==> src/include/lrp_pkg.sv <==
// Constants, types and carriers for the receive link event source
package lrp_pkg;

  // ==========================================================
  // Event codes
  localparam logic [7:0] LRP_EV_FLIT_TYPE = 8'h01;
  localparam logic [7:0] LRP_EV_BYPASS = 8'h09;
  localparam logic [7:0] LRP_EV_QUEUE_NE = 8'h0A;
  localparam logic [7:0] LRP_EV_FULL_POWER = 8'h0F;
  localparam logic [7:0] LRP_EV_HALF_WIDTH = 8'h10;
  localparam logic [7:0] LRP_EV_SHUTDOWN = 8'h12;
  localparam logic [7:0] LRP_EV_SHARED_CREDIT = 8'h1D;
  localparam logic [7:0] LRP_EV_NET_ZERO_CREDIT = 8'h1E;
  localparam logic [7:0] LRP_EV_NET_ONE_CREDIT = 8'h39;

  // ==========================================================
  // Message class bit positions in the credit unit mask
  localparam int LRP_CLS_DATA_RESP = 0;
  localparam int LRP_CLS_NONCOH_BYPASS = 1;
  localparam int LRP_CLS_NONCOH_STANDARD = 2;
  localparam int LRP_CLS_HOME = 3;
  localparam int LRP_CLS_SNOOP = 4;
  localparam int LRP_CLS_NONDATA_RESP = 5;

  // ==========================================================
  // Link geometry
  localparam int LRP_NUM_COUNTERS = 4;
  localparam int LRP_FLIT_INFO_BITS = 80;
  localparam int LRP_FULL_UNIT_BITS = 20;
  localparam int LRP_HALF_UNIT_BITS = 10;
  localparam logic [7:0] LRP_FULL_UNITS_PER_FLIT = 8'(LRP_FLIT_INFO_BITS / LRP_FULL_UNIT_BITS);
  localparam logic [7:0] LRP_HALF_UNITS_PER_FLIT = 8'(LRP_FLIT_INFO_BITS / LRP_HALF_UNIT_BITS);
  localparam logic [7:0] LRP_TRANSFERS_PER_CLK = 8'h08;
  localparam logic [7:0] LRP_FLIT_BITS_FIELD = 8'(LRP_FLIT_INFO_BITS);

  // ==========================================================
  // Register map (byte addresses)
  localparam int LRP_ADDR_W = 8;
  localparam logic [7:0] LRP_OFF_SEL0 = 8'h00;
  localparam logic [7:0] LRP_OFF_STATUS = 8'h10;
  localparam logic [7:0] LRP_OFF_INFO = 8'h14;

  // Event select field positions
  localparam int LRP_SEL_CODE_LSB = 0;
  localparam int LRP_SEL_UMASK_LSB = 8;
  localparam int LRP_SEL_EDGE_BIT = 18;
  localparam int LRP_SEL_EXTRA_BIT = 21;
  localparam int LRP_SEL_ENABLE_BIT = 22;

  // Status field positions
  localparam int LRP_ST_RX_PWR_LSB = 0;
  localparam int LRP_ST_TX_PWR_LSB = 2;
  localparam int LRP_ST_QUEUE_NE_BIT = 4;

  // Info field positions
  localparam int LRP_INFO_UNITS_LSB = 0;
  localparam int LRP_INFO_XFER_LSB = 8;
  localparam int LRP_INFO_FLITBITS_LSB = 16;

  localparam logic [31:0] LRP_SEL_RESET = 32'h0000_0000;
  localparam logic [1:0] LRP_RESP_OKAY = 2'h0;
  localparam logic [1:0] LRP_RESP_SLVERR = 2'h2;

  // ==========================================================
  // Types
  typedef enum logic [1:0] {
    LRP_PWR_FULL,
    LRP_PWR_HALF,
    LRP_PWR_SHUTDOWN,
    LRP_PWR_TRAINING
  } lrp_power_e;

  typedef enum logic [1:0] {
    LRP_NET_ZERO,
    LRP_NET_ONE,
    LRP_NET_SHARED,
    LRP_NET_NONE
  } lrp_net_e;

  typedef enum logic [1:0] {
    LRP_FLIT_IDLE,
    LRP_FLIT_DATA,
    LRP_FLIT_PROTOCOL,
    LRP_FLIT_OTHER
  } lrp_flit_e;

  typedef struct packed {
    logic enable;
    logic extra;
    logic edge_det;
    logic [7:0] umask;
    logic [7:0] code;
  } lrp_evsel_s;

  typedef struct packed {
    logic valid;
    lrp_net_e net;
    logic [2:0] msg_class;
  } lrp_credit_s;

  typedef struct packed {
    logic valid;
    lrp_flit_e ftype;
  } lrp_flit_s;

  typedef logic [LRP_NUM_COUNTERS-1:0][1:0] lrp_inc_t;

endpackage : lrp_pkg

==> src/logic/lrp_event_source.sv <==
// Receive link event source: event select registers and per-counter increments
//
// Added by the designer: the address map and register access over AXI4-Lite.
`timescale 1ns/100ps
`default_nettype none

module lrp_event_source
  import lrp_pkg::*;
(
  // Clock and reset
  input wire logic clk,
  input wire logic rstn,
  // AXI4-Lite write address and data
  input wire logic [LRP_ADDR_W-1:0] s_awaddr,
  input wire logic s_awvalid,
  output logic s_awready,
  input wire logic [31:0] s_wdata,
  input wire logic [3:0] s_wstrb,
  input wire logic s_wvalid,
  output logic s_wready,
  // AXI4-Lite write response
  output logic [1:0] s_bresp,
  output logic s_bvalid,
  input wire logic s_bready,
  // AXI4-Lite read
  input wire logic [LRP_ADDR_W-1:0] s_araddr,
  input wire logic s_arvalid,
  output logic s_arready,
  output logic [31:0] s_rdata,
  output logic [1:0] s_rresp,
  output logic s_rvalid,
  input wire logic s_rready,
  // Link layer datapath
  input wire lrp_power_e rx_power_state,
  input wire lrp_power_e tx_power_state,
  input wire logic rx_buffer_bypass,
  input wire lrp_credit_s [1:0] credit_slot,
  input wire logic [5:0] rx_queue_count,
  input wire lrp_flit_s [1:0] flit_slot,
  // Counter bank
  output lrp_inc_t cnt_inc
);

  // ==========================================================
  // Decoding helpers
  function automatic logic [2:0] sel_index(input logic [LRP_ADDR_W-1:0] addr);
    logic [2:0] idx;
    idx = 3'h7;
    if (addr[1:0] == 2'h0) begin
      if (addr >= LRP_OFF_SEL0 && addr < LRP_OFF_STATUS) begin
        idx = {1'b0, addr[3:2]};
      end else if (addr == LRP_OFF_STATUS) begin
        idx = 3'h4;
      end else if (addr == LRP_OFF_INFO) begin
        idx = 3'h5;
      end
    end
    return idx;
  endfunction : sel_index

  function automatic logic [31:0] sel_to_word(input lrp_evsel_s s);
    logic [31:0] w;
    w = 32'h0;
    w[LRP_SEL_CODE_LSB +: 8] = s.code;
    w[LRP_SEL_UMASK_LSB +: 8] = s.umask;
    w[LRP_SEL_EDGE_BIT] = s.edge_det;
    w[LRP_SEL_EXTRA_BIT] = s.extra;
    w[LRP_SEL_ENABLE_BIT] = s.enable;
    return w;
  endfunction : sel_to_word

  function automatic lrp_evsel_s word_to_sel(input logic [31:0] w);
    lrp_evsel_s s;
    s.code = w[LRP_SEL_CODE_LSB +: 8];
    s.umask = w[LRP_SEL_UMASK_LSB +: 8];
    s.edge_det = w[LRP_SEL_EDGE_BIT];
    s.extra = w[LRP_SEL_EXTRA_BIT];
    s.enable = w[LRP_SEL_ENABLE_BIT];
    return s;
  endfunction : word_to_sel

  // Raw per-cycle value of the selected event
  function automatic logic [1:0] event_value(
    input lrp_evsel_s s,
    input lrp_power_e rx_pwr,
    input logic bypass,
    input lrp_credit_s [1:0] cr,
    input logic queue_ne,
    input lrp_flit_s [1:0] fl
  );
    logic [1:0] v;
    logic [1:0] n0;
    logic [1:0] n1;
    logic [1:0] nf;
    logic any_shared;
    v = 2'h0;
    n0 = 2'h0;
    n1 = 2'h0;
    nf = 2'h0;
    any_shared = 1'b0;
    for (int k = 0; k < 2; k++) begin
      if (cr[k].valid && cr[k].net == LRP_NET_ZERO && s.umask[cr[k].msg_class]) begin
        n0 = n0 + 2'h1;
      end
      if (cr[k].valid && cr[k].net == LRP_NET_ONE && s.umask[cr[k].msg_class]) begin
        n1 = n1 + 2'h1;
      end
      if (cr[k].valid && cr[k].net == LRP_NET_SHARED) begin
        any_shared = 1'b1;
      end
      if (fl[k].valid && fl[k].ftype != LRP_FLIT_OTHER && s.umask[fl[k].ftype]) begin
        nf = nf + 2'h1;
      end
    end
    if (s.enable) begin
      if (!s.extra) begin
        case (s.code)
          LRP_EV_SHUTDOWN: v = {1'b0, rx_pwr == LRP_PWR_SHUTDOWN};
          LRP_EV_HALF_WIDTH: v = {1'b0, rx_pwr == LRP_PWR_HALF};
          LRP_EV_FULL_POWER: v = {1'b0, rx_pwr == LRP_PWR_FULL || rx_pwr == LRP_PWR_HALF};
          LRP_EV_BYPASS: v = {1'b0, bypass};
          LRP_EV_QUEUE_NE: v = {1'b0, queue_ne};
          LRP_EV_FLIT_TYPE: v = nf;
          default: v = 2'h0;
        endcase
      end else begin
        case (s.code)
          LRP_EV_NET_ZERO_CREDIT: v = n0;
          LRP_EV_NET_ONE_CREDIT: v = n1;
          LRP_EV_SHARED_CREDIT: v = {1'b0, any_shared};
          default: v = 2'h0;
        endcase
      end
    end
    return v;
  endfunction : event_value

  // ==========================================================
  // Registers
  lrp_evsel_s sel [LRP_NUM_COUNTERS];
  logic [LRP_ADDR_W-1:0] aw_addr;
  logic [31:0] w_data;
  logic [3:0] w_strb;
  logic queue_ne;
  logic do_write;
  logic [2:0] wr_idx;
  logic [2:0] rd_idx;
  logic [31:0] rd_word;
  logic [7:0] units_per_flit;

  assign queue_ne = |rx_queue_count;
  assign do_write = !s_awready && !s_wready && !s_bvalid;
  assign wr_idx = sel_index(aw_addr);
  assign rd_idx = sel_index(s_araddr);

  // Transfer units per flit follow the receive width
  always_comb begin
    units_per_flit = LRP_FULL_UNITS_PER_FLIT;
    if (rx_power_state == LRP_PWR_HALF) begin
      units_per_flit = LRP_HALF_UNITS_PER_FLIT;
    end
  end

  always_comb begin
    rd_word = 32'h0;
    if (rd_idx < 3'h4) begin
      rd_word = sel_to_word(sel[rd_idx[1:0]]);
    end else if (rd_idx == 3'h4) begin
      rd_word[LRP_ST_RX_PWR_LSB +: 2] = rx_power_state;
      rd_word[LRP_ST_TX_PWR_LSB +: 2] = tx_power_state;
      rd_word[LRP_ST_QUEUE_NE_BIT] = queue_ne;
    end else if (rd_idx == 3'h5) begin
      rd_word[LRP_INFO_UNITS_LSB +: 8] = units_per_flit;
      rd_word[LRP_INFO_XFER_LSB +: 8] = LRP_TRANSFERS_PER_CLK;
      rd_word[LRP_INFO_FLITBITS_LSB +: 8] = LRP_FLIT_BITS_FIELD;
    end
  end

  // ==========================================================
  // Write channel
  always_ff @(posedge clk or negedge rstn) begin
    if (!rstn) begin
      s_awready <= 1'b1;
      aw_addr <= '0;
    end else if (s_awvalid && s_awready) begin
      s_awready <= 1'b0;
      aw_addr <= s_awaddr;
    end else if (do_write) begin
      s_awready <= 1'b1;
    end
  end

  always_ff @(posedge clk or negedge rstn) begin
    if (!rstn) begin
      s_wready <= 1'b1;
      w_data <= 32'h0;
      w_strb <= 4'h0;
    end else if (s_wvalid && s_wready) begin
      s_wready <= 1'b0;
      w_data <= s_wdata;
      w_strb <= s_wstrb;
    end else if (do_write) begin
      s_wready <= 1'b1;
    end
  end

  always_ff @(posedge clk or negedge rstn) begin
    if (!rstn) begin
      s_bvalid <= 1'b0;
      s_bresp <= LRP_RESP_OKAY;
    end else if (do_write) begin
      s_bvalid <= 1'b1;
      s_bresp <= (wr_idx < 3'h6) ? LRP_RESP_OKAY : LRP_RESP_SLVERR;
    end else if (s_bvalid && s_bready) begin
      s_bvalid <= 1'b0;
    end
  end

  // Event select registers with byte strobes; status and info ignore writes
  generate
    for (genvar g = 0; g < LRP_NUM_COUNTERS; g++) begin : g_sel
      logic [31:0] next_word;
      always_comb begin
        next_word = sel_to_word(sel[g]);
        for (int b = 0; b < 4; b++) begin
          if (w_strb[b]) begin
            next_word[b*8 +: 8] = w_data[b*8 +: 8];
          end
        end
      end
      always_ff @(posedge clk or negedge rstn) begin
        if (!rstn) begin
          sel[g] <= word_to_sel(LRP_SEL_RESET);
        end else if (do_write && wr_idx == 3'(g)) begin
          sel[g] <= word_to_sel(next_word);
        end
      end
    end
  endgenerate

  // ==========================================================
  // Read channel
  always_ff @(posedge clk or negedge rstn) begin
    if (!rstn) begin
      s_arready <= 1'b1;
      s_rvalid <= 1'b0;
      s_rdata <= 32'h0;
      s_rresp <= LRP_RESP_OKAY;
    end else if (s_arvalid && s_arready) begin
      s_arready <= 1'b0;
      s_rvalid <= 1'b1;
      s_rdata <= rd_word;
      s_rresp <= (rd_idx < 3'h6) ? LRP_RESP_OKAY : LRP_RESP_SLVERR;
    end else if (s_rvalid && s_rready) begin
      s_rvalid <= 1'b0;
      s_arready <= 1'b1;
    end
  end

  // ==========================================================
  // Per-counter increments
  generate
    for (genvar c = 0; c < LRP_NUM_COUNTERS; c++) begin : g_cnt
      logic [1:0] raw;
      logic prev_active;
      assign raw = event_value(sel[c], rx_power_state, rx_buffer_bypass, credit_slot, queue_ne, flit_slot);
      always_ff @(posedge clk or negedge rstn) begin
        if (!rstn) begin
          prev_active <= 1'b0;
        end else begin
          prev_active <= |raw;
        end
      end
      always_ff @(posedge clk or negedge rstn) begin
        if (!rstn) begin
          cnt_inc[c] <= 2'h0;
        end else if (sel[c].edge_det) begin
          cnt_inc[c] <= {1'b0, (|raw) && !prev_active};
        end else begin
          cnt_inc[c] <= raw;
        end
      end
    end
  endgenerate

endmodule : lrp_event_source

`default_nettype wire

==> config.mk <==
export PLATFORM = sky130hd
export DESIGN_NAME = lrp_event_source
export DESIGN_NICKNAME = d
export VERILOG_FILES = /design/src/include/lrp_pkg.sv /design/src/logic/lrp_event_source.sv
export SDC_FILE = /design/constraint.sdc
export NUM_CORES = 1
export LEC_CHECK = 0
export BUFFER_PORTS_ARGS = -buffer_cell sky130_fd_sc_hd__buf_2
export CAP_MARGIN = 20
export CORE_ASPECT_RATIO = 1.5
export CORE_MARGIN = 1.5
export CORE_UTILIZATION = 58
export CTS_CLUSTER_DIAMETER = 40
export DETAILED_ROUTE_END_ITERATION = 10
export PLACE_DENSITY_LB_ADDON = 0.25
export REMOVE_ABC_BUFFERS = 1
export SLEW_MARGIN = 0
export SYNTH_ARGS = -nofsm -noshare
export SYNTH_HDL_FRONTEND = slang
export SYNTH_SLANG_ARGS = --single-unit
==> constraint.sdc <==
create_clock -name clk -period 4 [get_ports clk]
set_input_delay 0.4 -clock clk [delete_from_list [all_inputs] [get_ports clk]]
set_output_delay 0.4 -clock clk [all_outputs]
set_load 0.02 [all_outputs]
* After elaboration in Yosys (flattened, before gate mapping) *
Cells that the tools add are included.

word-level totals
  bits in writable memories = 0
  latch bits = 0
  output and inout port bits = 49
  word-level logic and storage cells = 306
  bits of input ports = 88
  memories kept = 0
  ROM bits = 0
  register bits after elaboration = 155

cells by class
  div/mod/pow operators = 0
  add/sub/neg operators = 12
  magnitude comparators = 12
  reduce and logical (&&, ||, !) cells = 84
  muxes and demuxes = 105
  multipliers = 0
  shift operators = 0
  bitwise gates (word level) = 1
  equality and inequality tests = 53

operators with widths
  kind                                                 count
  == test 8 x 5 -> 1 bit, second input constant        20
  == test 8 x 4 -> 1 bit, second input constant        12
  2-to-1 mux 19 bit                                    3
  2-to-1 mux 2 bit                                     28
  logical AND 1 bit                                    49
  case mux 2 bit (6 select lines)                      4
  2-to-1 mux 1 bit                                     39
  binary-select mux 19 bit (select 2 bit)              1
  == test 8 x 1 -> 1 bit, second input constant        4
  == test 8 x 6 -> 1 bit, second input constant        4
  adder 2 x 1 -> 2 bit, second input constant          12
  binary-select mux 1 bit (select 3 bit)               8
  2-to-1 mux 24 bit                                    1
  case mux 2 bit (3 select lines)                      4
  AND reduction 2 bit                                  12
  2-to-1 mux 23 bit                                    1
  2-to-1 mux 3 bit                                     6
  binary-select mux 1 bit (select 2 bit)               8
  >= comparator 8 x 1 -> 1 bit, second input constant  2
  < comparator 8 x 5 -> 1 bit, second input constant   2
  zero test 2 bit                                      5
  < comparator 3 bit, second input constant            3
  < comparator 2 x 4 -> 1 bit, second input constant   2
  < comparator 3 x 4 -> 1 bit, second input constant   2
  16 further kinds                                     35

* Longest topological paths before layout *
Gate-level depths: netlist (run 1).

  depth in word-level cells = 12
  gate-level depth with buffers = 11
  gate-level depth less buffers = 10

* Least setup slack after synthesis (run 1) *
No wires, ideal clock.

  path kind = input -> register
  start = in flit_slot[0] in the netlist's numbering
  end = reg cnt_inc[0] in the netlist's numbering
  data arrival time = 2.450 ns
  slack = 1.455 ns
  required time = 3.905 ns
  buffers on the path = 1
  setup time = 0.095 ns
  stages = 10
  cell sequence = clkbuf_1 -> mux2i_1 -> o21ai_0 -> and2_1 -> ha_1 -> or4b_2 -> a21oi_1 -> a22o_1 -> a221oi_2 -> o31ai_1

between the ends
  cells in the longest elaborated chain, start to end = 12
  elaborated cells on any way between the ends = 14
  those cells by class = 1 x add/sub; 1 x eq/ne; 8 x mux; 4 x reduce/logical

ends and longest elaborated chain
  element                                                                      RTL line                 RTL
  from (decl)                                                                  lrp_event_source.sv:39   input wire lrp_flit_s [1:0] flit_slot,
  binary-select mux 1 bit (select 2 bit) or != test 2 bit (tied branches)      lrp_event_source.sv:111  if (fl[k].valid && fl[k].ftype != LRP_FLIT_OTHER && s.umask[fl[k].ftype]) begin
  2-to-1 mux 1 bit (implied by the code) or logical AND 1 bit (tied branches)  lrp_event_source.sv:111
  logical AND 1 bit (*)                                                        lrp_event_source.sv:111
  2-to-1 mux 1 bit (*)                                                         lrp_event_source.sv:111
  adder 2 x 1 -> 2 bit                                                         lrp_event_source.sv:112  nf = nf + 2'h1;
  2-to-1 mux 2 bit (*)                                                         lrp_event_source.sv:111
  case mux 2 bit (6 select lines) (*)                                          lrp_event_source.sv:117  case (s.code)
  2-to-1 mux 2 bit (*)                                                         lrp_event_source.sv:116  if (!s.extra) begin
  2-to-1 mux 2 bit (*)                                                         lrp_event_source.sv:115  if (s.enable) begin
  OR reduction 2 bit                                                           lrp_event_source.sv:278  cnt_inc[c] <= {1'b0, (|raw) && !prev_active};
  logical AND 1 bit                                                            lrp_event_source.sv:278
  2-to-1 mux 2 bit (*)                                                         lrp_event_source.sv:277  end else if (sel[c].edge_det) begin
  to (signal, indexed assignment)                                              lrp_event_source.sv:278
  to (signal, indexed assignment)                                              lrp_event_source.sv:280  cnt_inc[c] <= raw;
  to (decl)                                                                    lrp_event_source.sv:41   output lrp_inc_t cnt_inc

Mark *: on every way between the ends. The rest lies on a longest branch, timed or not. The select of a mux whose other input is x is not followed.
A chain may end at the register's enable or synchronous reset.

* Final worst setup path (run 1) *
  start = reg aw_addr[4]
  end = reg sel[69] in the netlist's numbering

between the ends
  cells in the longest elaborated chain, start to end = 8
  elaborated cells on any way between the ends = 12
  those cells by class = 2 x order compare; 2 x eq/ne; 4 x mux; 4 x reduce/logical

ends and longest elaborated chain
  element                                                                               RTL line                 RTL
  from (decl)                                                                           lrp_event_source.sv:141  logic [LRP_ADDR_W-1:0] aw_addr;
  from (signal assigned)                                                                lrp_event_source.sv:187  aw_addr <= s_awaddr;
  parallel branches: the longest is 3 deep, another holds >= comparator 8 x 1 -> 1 bit  --
  2-to-1 mux 3 bit (*)                                                                  lrp_event_source.sv:50   if (addr >= LRP_OFF_SEL0 && addr < LRP_OFF_STATUS) begin
  2-to-1 mux 3 bit (*)                                                                  lrp_event_source.sv:49   if (addr[1:0] == 2'h0) begin
  zero test 3 bit (*)                                                                   lrp_event_source.sv:234  end else if (do_write && wr_idx == 3'(g)) begin
  logical AND 1 bit (*)                                                                 lrp_event_source.sv:234
  AND reduction 2 bit (no source line) (*)                                              --
  to (signal, indexed assignment)                                                       lrp_event_source.sv:233  sel[g] <= word_to_sel(LRP_SEL_RESET);
  to (signal, indexed assignment)                                                       lrp_event_source.sv:235  sel[g] <= word_to_sel(next_word);
  to (decl)                                                                             lrp_event_source.sv:140  lrp_evsel_s sel [LRP_NUM_COUNTERS];

Mark *: on every way between the ends.

==> results of run 1 <==
## routing by layer
| layer | track usage, % | up-vias |
|---|---|---|
| met3 | 5.03 | 72 |
| met1 | 35.3 | 3053 |
| met4 | 15.6 | 0 |
| met2 | 54.9 | 259 |
| li1 | - | 2650 |
| met5 | 0 | - |
## cell type report
class	count	area (µm²)	share of cell area (%)
timing repair buffer	113	604	6.58
clock buffer	19	443	4.83
inverter	13	48.8	0.532
multi-input combinational	467	4100	44.6
sequential	145	3630	39.6
tap	162	203	2.21
clock inverter	13	150	1.64
## power by group through the flow
stage	Combinational [W]	Clock (W)	Sequential, W
2_1_floorplan	0.000645	0	0.00213
3_3_place_gp	0.000927	0	0.00221
3_5_place_dp	0.000965	0	0.00224
4_1_cts	0.000973	0.00161	0.00221
5_1_grt	0.00107	0.00167	0.00227
6_report	0.000984	0.00159	0.00223
## flip-flops by register name, indices dropped and copies added, names as in the netlist
register / count
s_awready: 1
w_data: 19
sel: 76
w_strb: 3
cnt_inc: 8
s_rresp: 1
s_wready: 1
s_rvalid: 1
s_bresp: 1
g_cnt.prev_active: 4
s_bvalid: 1
s_arready: 1
s_rdata: 20
aw_addr: 8
## stage by stage
step | util [%] | hold slack, ns
6_report | 68.5 | 0.0492
5_1_grt | 68.5 | 0.107
4_1_cts | 68.3 | 0.0842
3_5_place_dp | 63.8 | 0.454
3_3_place_gp | 63.8 | 0.435
2_1_floorplan | - | 0.104
## cells by family after synthesis
| kind of cell | after synthesis | share of synthesized area [%] |
|---|---|---|
| adder cells (fa/ha/maj) | 12 | 1.89 |
| flip-flops | 145 | 45.8 |
| AO/OA/AOI/OAI | 93 | 8.64 |
| other | 1 | 0.0473 |
| buffers and inverters | 52 | 3.27 |
| AND/OR/NAND/NOR | 188 | 13.4 |
| multiplexers | 160 | 26.9 |
## worst max-delay path by stage
| stage | start | to | slack, ns | depth (start not counted) |
|---|---|---|---|---|
| floorplan | s_araddr[7] | s_rdata[12]$_DFFE_PN0P_ | 1.0 | 4 |
| global placement | flit_slot[0] | cnt_inc[0]$_DFF_PN0_ | 1.29 | 10 |
| detailed placement | flit_slot[0] | cnt_inc[0]$_DFF_PN0_ | 1.29 | 10 |
| CTS | aw_addr[4]$_DFFE_PN0P_ | sel[69]$_DFFE_PN0P_ | 1.36 | 5 |
| global route | aw_addr[4]$_DFFE_PN0P_ | sel[72]$_DFFE_PN0P_ | 1.23 | 5 |
| finish | aw_addr[4]$_DFFE_PN0P_ | sel[69]$_DFFE_PN0P_ | 1.33 | 5 |
## cell usage after synthesis, types with 11 or more instances
| cell type | number | area, µm² |
|---|---|---|
| a21oi_1 | 11 | 55.1 |
| a22o_1 | 13 | 114 |
| buf_4 | 16 | 120 |
| clkbuf_1 | 18 | 67.6 |
| dfrtp_1 | 142 | 3550 |
| ha_1 | 12 | 150 |
| inv_1 | 13 | 48.8 |
| mux2_2 | 107 | 1200 |
| mux2i_1 | 21 | 210 |
| mux4_2 | 32 | 721 |
| nand2_1 | 53 | 199 |
| nand4_1 | 11 | 68.8 |
| nor2_1 | 30 | 113 |
| nor2b_1 | 11 | 68.8 |
| o21ai_0 | 21 | 105 |
==> metrics.txt, run 1 <==
share of synthesized registers carrying an async set or reset 100%; Met1 Routed Length a little under 8000 µm; global-route usage over all layers a little over 30%; initial antenna violation count 0; Nets approximately 860; Longest Clk Path Bufs 2; WP buf/inv 0; Hold Crit Class input pin to async pin; crit path capture type flip-flop; DP Worst Slack 1.29 ns; Post-Route WL between 20000 and 25000 µm; Comb pwr share about a fifth; Placed Instance Area 0.00856 mm²; Filler cells 999; RSZ-0062 raised after global routing false; Die Span X 98.5 µm; post-synth cell types 70; drt wl/cell ~23 µm; Cell Area, Synth approximately 0.0079 mm²; Setup WS post-layout 1.33 ns; Crit Path Category flip-flop to flip-flop; status complete, no violations; Post-CTS Setup Inserts 0; post-route setup TNS 0 ns; Setup Viol. Count Final 0; largest stage delay on the critical path ~0.67 ns; Reg2Reg Capture Point sel[69]$_DFFE_PN0P_; H-tree Lvls 4; CTS tree built; most frequent cells in the layout dfrtp_1, mux2_2, buf_2, nand2_1, mux4_2; port bufs 108; Initial DRT Pass Iterations 5; most common cell after layout, fill and taps aside dfrtp_1; FF-to-FF path depth 5; switching part of the total between 30 and 40%; post-synthesis register bit count around 150; # DRC 0; dpl cells approximately 900; fmax between 300 and 400 MHz; ANT nets after route 0; initial core utilization 59.2%; Synth Warn # 0; routability cong. roughly 0.96; Cells after Synth between 600 and 700; met3 wire length 1030 µm; CTS Hold Bufs 0; Vias/cell 6.47; CTS buffer count 17; I/O pin count about 140; Overall Power 0.00480 W; Post-synth EDFFs 0; slowest stage cell, crit path nor3b_1; Worst Tran Pin Value ~0.9 ns; Sink Count about 150; Max Cap Viol 0; Overflow after GRT 0; sequential power share a little under half; Syn Area/Cell between 10 and 15 µm²; clock power share 33.1%; vias in the first global route approximately 6.3k; Final Skew 0.0111 ns; RR Startpoint aw_addr[4]$_DFFE_PN0P_; CP required 4.30 ns; Final Max Slew Viols 0; CTS clk-pin slew, worst paths approximately 0.070 ns; largest net degree at the start of global routing 89; final std cells w/o fill approximately 930; R2R Setup Slk approximately 1.3 ns; CP cell instances nor4_1, nand3_1, nor3b_1, nand2_1, mux2_2; fin crit share between 60% and 70%; Leak Pwr around 4.4 nW; Int Pwr around 0.0033 W; clk_lat worst skew roughly 0.42 ns; Row Count 52; register area share after synthesis a little under half; # diodes 0; maximum VDD drop between 0.0004 and 0.0005 V; via count 6034; post-CTS sizing 0; Slew HR between 30% and 40%; die height between 100 and 150 µm; Period minus WS final approximately 2.7 ns; CP Data Arrival Time ~3.0 ns; met2 wire len around 12000 µm; Floorplan Core Area ~0.013 mm²; Sw Pwr ~0.0015 W; Power Density 523 mW/mm²; final hold vios 0; Max FO, Critical Path 8; delay-heaviest family, CP simple AND/OR/NAND/NOR gates; Main synth FF type dfrtp_1; Die ar. approximately 0.014 mm²; dpl hpwl around 16000 µm; first-pass GRT wire length 33900 µm; Final Cell Area around 0.009 mm²; Iter 0 DRT Violations around 360; fraction of layout cells with a size suffix above 1 a little under 40%; Area Growth Syn to Fin 15.7%; Startpoint Class flip-flop; root buffer cell clkbuf_16; max layer used met4
Note: power is estimated with default switching activity, not from simulation.
==> run 2, diff against run 1 <==
Settings changed: ABC_AREA from default to 1, CORE_UTILIZATION 58 to 52.
Clock period 4 ns to 2.4 ns, I/O delays scaled along.
==> run 2 against run 1 <==
- design area is 4.8% higher
- non-clock buffer count is 16 higher
- utilization shrank 6.9 points
- sequential cell count is the same
- sequential share of layout area fell by 1.8 points
- combinational power is 80% higher
- register-to-register slack worse by 1.1 ns
- first-iteration DRC count grew 43%
- routed wire length grew 13%
- global-route usage is 0.11 points lower
- largest power group unchanged
- highest routed layer unchanged
==> metrics.txt, run 2 <==
status complete, no violations; Floorplan Core Area about 0.016 mm²; fraction of layout cells with a size suffix above 1 15.6%; Row Count 56; Post-Route WL 24200 µm; Main synth FF type dfrtp_1; CTS buffer count 17; Area Growth Syn to Fin 15.6%; register area share after synthesis a little over two fifths; CTS clk-pin slew, worst paths about 0.070 ns; met2 Usage GRT a little over half; crit path capture type flip-flop; Sink Count 145; Final Skew 0.0184 ns; delay-heaviest family, CP compound AO/OA/AOI/OAI gates; CP required 2.75 ns; # DRC 0; Startpoint Class flip-flop; dominant cell by count in the synthesized netlist nand2_1; ANT nets after route 0; vias in the first global route ~7.7k; Most Crowded Layer GR met2; Overflow after GRT 0; cell taking the most area after synthesis dfrtp_1; initial core utilization 53.3%; Synth Warn # 0; Post-CTS Setup Inserts 0; drt wl/cell ~17 µm; via count approximately 8k; # diodes 0; routability cong. between 0.9 and 1; Leak Pwr 4.87 nW; clk_lat worst skew ~0.43 ns; Worst Tran Pin Value approximately 0.55 ns; top cells by count, synth nand2_1, dfrtp_1, inv_1; fin crit share about nine tenths; initial antenna violation count 0; Max Cap Viol 0; WP buf/inv 1; H-tree Lvls 4; Vias/cell between 5 and 6; Placed Instance Area between 0.009 and 0.01 mm²; largest stage delay on the critical path between 0.3 and 0.4 ns; largest net degree at the start of global routing about 60; met1 Use GR 36.2%; I/O pin count 137; Hold Crit Class input pin to flip-flop; share of synthesized registers carrying an async set or reset 100%; Period minus WS final 2.18 ns; CTS tree built; Cell Area, Synth ~0.0083 mm²; Crit Path Category flip-flop to flip-flop; slowest stage cell, crit path dfrtp_1; synth top area cells dfrtp_1, nand2_1, o21ai_0; global-route usage over all layers between 30% and 40%; port bufs about 110; grt met3 use under 10%; Syn Area/Cell roughly 7.4 µm²; maximum VDD drop 0.000598 V; CP cell instances inv_1, a21oi_1, o21ai_0, nand2_1, o21ai_0, nor2_1, ha_1, nand4_1, nand4_1, nand3_1, a21oi_1; area fraction of the dominant cell type after synthesis around 43%; Cells after Synth around 1.1k; most common cell after layout, fill and taps aside nand2_1; most frequent cells in the layout nand2_1, dfrtp_1, inv_1, o21ai_0, nor2_1; die height 158 µm; Setup Viol. Count Final 0; first-pass GRT wire length between 30000 and 40000 µm; Iter 0 DRT Violations 507; final hold vios 0; Final Cell Area slightly below 0.01 mm²; Power Density roughly 770 mW/mm²; post-route setup TNS 0 ns; Biggest register sel; Nets between 1k and 1.5k; Final Max Slew Viols 0; Post-synth EDFFs 0; Largest regs sel x76, s_rdata x20, w_data x19; Initial DRT Pass Iterations 5; max reg flops 76; post-synthesis register bit count 145; Die Span X between 100 and 150 µm; CP Data Arrival Time 2.52 ns; Max FO, Critical Path 5; dpl hpwl around 18000 µm; Die ar. 0.0168 mm²; post-synth cell types 31; root buffer cell clkbuf_16; RSZ-0062 raised after global routing false; Slew HR between 60% and 70%; Longest Clk Path Bufs 2; fmax 460 MHz
## run 2: cell types whose count changed after synthesis, moves of 66 or more
cell / before / now
nand2_1: 53 / 296
nand3_1: 6 / 87
o21ai_0: 21 / 118
nor2_1: 30 / 108
a21oi_1: 11 / 77
inv_1: 13 / 135
mux2_2: 107 / 8
## run 2: routing by layer
layer  share of wire, %  vias to the layer above
met2                 50                      314
met4                5.1                        0
met5                  0                        -
met3                6.1                       70
met1                 39                     3703
li1                   -                     3902
## run 2: power breakdown
group | leakage (nW) | internal, W | switching (W) | total (W)
sequential | 1.92 | 0.00288 | 0.000315 | 0.00320
clock | 0.261 | 0.00143 | 0.00105 | 0.00248
combinational | 2.69 | 0.000564 | 0.00120 | 0.00177
total | 4.87 | 0.00487 | 0.00257 | 0.00745
## run 2: final cells by class
class	count	area [µm²]
Fill cell	1491	6010
Multi-Input combinational cell	814	3930
Sequential cell	145	3630
Timing Repair Buffer	129	739
Inverter	138	518
Clock buffer	20	437
Tap cell	203	254
Clock inverter	11	108
## run 2: final timing paths
path | from | to | slack [ns] | depth (start not counted)
hold reg to reg | s_rdata[14]$_DFFE_PN0P_ | s_rdata[14]$_DFFE_PN0P_ | 0.48 | 2
hold / removal | s_rready | s_rvalid$_DFFE_PN0P_ | 0.02 | 2
min in group asynchronous | rstn | sel[70]$_DFFE_PN0P_ | 0.33 | 2
setup reg to reg | sel[47]$_DFFE_PN0P_ | cnt_inc[2]$_DFF_PN0_ | 0.22 | 11
setup / recovery | sel[47]$_DFFE_PN0P_ | cnt_inc[2]$_DFF_PN0_ | 0.22 | 11
max in group asynchronous | rstn | s_arready$_DFFE_PN1P_ | 1.37 | 3
## run 2: what timing repair did
action,4_1_cts,5_1_grt
hold buffers,4,0
endpoints found under the hold margin,57,0
gates resized for setup,0,0
## run 2: through the flow
step	setup WS, ns	utilization, %	std cells	hold WS (ns)	power [W]
final	0.224	61.6	1460	0.0200	0.00745
after global routing	0.0660	61.6	1460	0.00999	0.00790
after CTS	0.257	61.6	1460	0.0122	0.00749
after detailed placement	0.160	57.8	1425	0.247	0.00500
after global placement	0.207	57.8	1425	0.247	0.00494
after floorplan	0.328	-	1097	-0.0556	0.00434
## run 2: cells by family after synthesis
| kind of cell | after synthesis | share of synthesized area, % |
|---|---|---|
| compound gates | 240 | 15.6 |
| fa+ha+maj | 12 | 1.80 |
| buf+inv | 186 | 9.68 |
| flops | 145 | 43.7 |
| mux | 8 | 1.08 |
| other cells | 1 | 0.0451 |
| simple gates | 540 | 28.1 |
==> run 3, diff against run 2 <==
Settings changed: PLACE_DENSITY from default to 0.77, PLACE_DENSITY_LB_ADDON 0.25 to default.
==> run 3 against run 2 <==
- total power is 4.2% higher
- critical path depth grew 1
- utilization grew 0.70 points
- design area increased by 1.1%
- register-to-register slack barely moved
- worst hold slack better by 0.019 ns
- cell count up 0.48%
- critical path type unchanged
- largest power group unchanged
==> metrics.txt, run 3 (synthesis results as in run 2) <==
status complete, no violations; via count roughly 8.0k; final std cells w/o fill 1467; # DRC 0; fin crit share between 90 and 100%; Max Cap Viol 0; dpl hpwl about 18000 µm; final hold vios 0; Int Pwr ~0.005 W; CTS clk-pin slew, worst paths 0.06 ns; Leak Pwr 4.92 nW; maximum VDD drop 0.000559 V; clk_lat worst skew 0.43 ns; Setup WS post-layout between 0.2 and 0.25 ns; Die Span X about 110 µm; Sw Pwr ~0.0026 W; Hold Crit Class input pin to flip-flop; Sink Count 145; largest stage delay on the critical path roughly 0.38 ns; dpl cells 1429; routability cong. just over 1; I/O pin count 137; WP buf/inv 2; Overflow after GRT 0; Vias/cell about 5.5; Biggest register sel; vias in the first global route around 7.9k; die height between 150 and 200 µm; fmax between 400 and 500 MHz; RSZ-0062 raised after global routing false; CP cell instances inv_1, a21oi_1, o21ai_0, nand2_1, o21ai_0, buf_4, nor2_1, ha_1, nand4_1, nand4_1, nand3_1, a21boi_0; Floorplan Core Area ~0.016 mm²; Comb pwr share between 20% and 30%; delay-heaviest family, CP compound AO/OA/AOI/OAI gates; CTS tree built; CTS buffer count 17; most frequent cells in the layout nand2_1, dfrtp_1, inv_1, o21ai_0, nor2_1; sequential power share 41.2%; Power Density 798 mW/mm²; Final Core Density between 60 and 70%; initial core utilization 53.3%; Final Max Slew Viols 0; Crit Path Category flip-flop to flip-flop; clock power share between 30% and 40%; Initial DRT Pass Iterations 8; port bufs about 110; slowest stage cell, crit path dfrtp_1; initial antenna violation count 2; H-tree Lvls 4; Nets approximately 1.3k; global-route usage over all layers around 31%; first-pass GRT wire length 40000 µm; CP Data Arrival Time 2.51 ns; largest net degree at the start of global routing a little under 70; most common cell after layout, fill and taps aside nand2_1; post-route setup TNS 0 ns; crit path capture type flip-flop; Area Growth Syn to Fin 16.9%; max reg flops 76; CP required 2.73 ns; Post-Route WL between 20000 and 25000 µm; switching part of the total roughly a third; drt wl/cell ~17 µm; Longest Clk Path Bufs 2; DP Worst Slack between 0.2 and 0.25 ns; root buffer cell clkbuf_16; ANT nets after route 0; Row Count 56; fraction of layout cells with a size suffix above 1 16.2%; Iter 0 DRT Violations around 540; Die ar. 0.0168 mm²; Final Skew approximately 0.008 ns; Largest regs sel x76, s_rdata x20, w_data x19; Setup Viol. Count Final 0; Startpoint Class flip-flop; Max FO, Critical Path 5; Period minus WS final between 2 and 2.5 ns
==> run 3: changes by cell type in the layout (fill, tap and decap cells not counted) <==
cell,delta
clkbuf_1,-3
bufinv_16,+2
o21ai_0,-1
clkinv_4,-2
clkbuf_8,+1
o21ai_1,+1
inv_8,+1
buf_4,+4
diode_2,+2
inv_6,+2
==> run 3: per-stage QoR <==
step	hold WS, ns	cell area (µm²)	total power, W
floorplan	-0.0556	8080	0.00434
global placement	0.0728	9060	0.00494
detailed placement	0.0739	9060	0.00500
CTS	0.0295	9720	0.00779
global route	0.0405	9730	0.00821
finish	0.0388	9730	0.00776
==> run 3: what timing repair did <==
item,in CTS,in global routing
endpoints found under the hold margin,145,0
gates resized for setup,0,1
setup buffers,0,0
endpoints found under the setup margin,0,1
hold buffers,4,0
==> run 3: area by class of cell <==
cell class              count  area [µm²]
fillers                  1472        5900
multi-input cells         814        3930
repair buffers            133         769
well taps                 203         254
flip-flops and latches    145        3630
clock inverters            14         179
inverters                 138         518
diodes                      2        5.00
clock buffers              18         439
==> run 3: power by group through the flow <==
stage / clock, W / sequential [W] / combinational (W)
detailed placement: 0 / 0.00324 / 0.00177
CTS: 0.00281 / 0.00320 / 0.00178
global route: 0.00293 / 0.00326 / 0.00202
floorplan: 0 / 0.00324 / 0.00110
global placement: 0 / 0.00322 / 0.00172
finish: 0.00279 / 0.00320 / 0.00178
==> run 3: worst paths after layout <==
path,from,endpoint,slack (ns),cells past startpoint
min in group asynchronous,rstn,aw_addr[6]$_DFFE_PN0P_,0.21,2
max reg2reg,sel[10]$_DFFE_PN0P_,cnt_inc[6]$_DFF_PN0_,0.23,12
max in group asynchronous,rstn,s_arready$_DFFE_PN1P_,1.57,3
min,s_awaddr[1],aw_addr[1]$_DFFE_PN0P_,0.04,2
min reg2reg,s_rdata[2]$_DFFE_PN0P_,s_rdata[2]$_DFFE_PN0P_,0.47,2
max,sel[10]$_DFFE_PN0P_,cnt_inc[6]$_DFF_PN0_,0.23,12
==> run 3: metal layers <==
metal | track usage [%] | part of all wire [%] | up-vias
met3 | 4.45 | 4.8 | 74
met5 | 0 | 0 | -
li1 | - | - | 3913
met1 | 36.2 | 40 | 3759
met2 | 54.3 | 50 | 280
met4 | 17.8 | 4.9 | 0
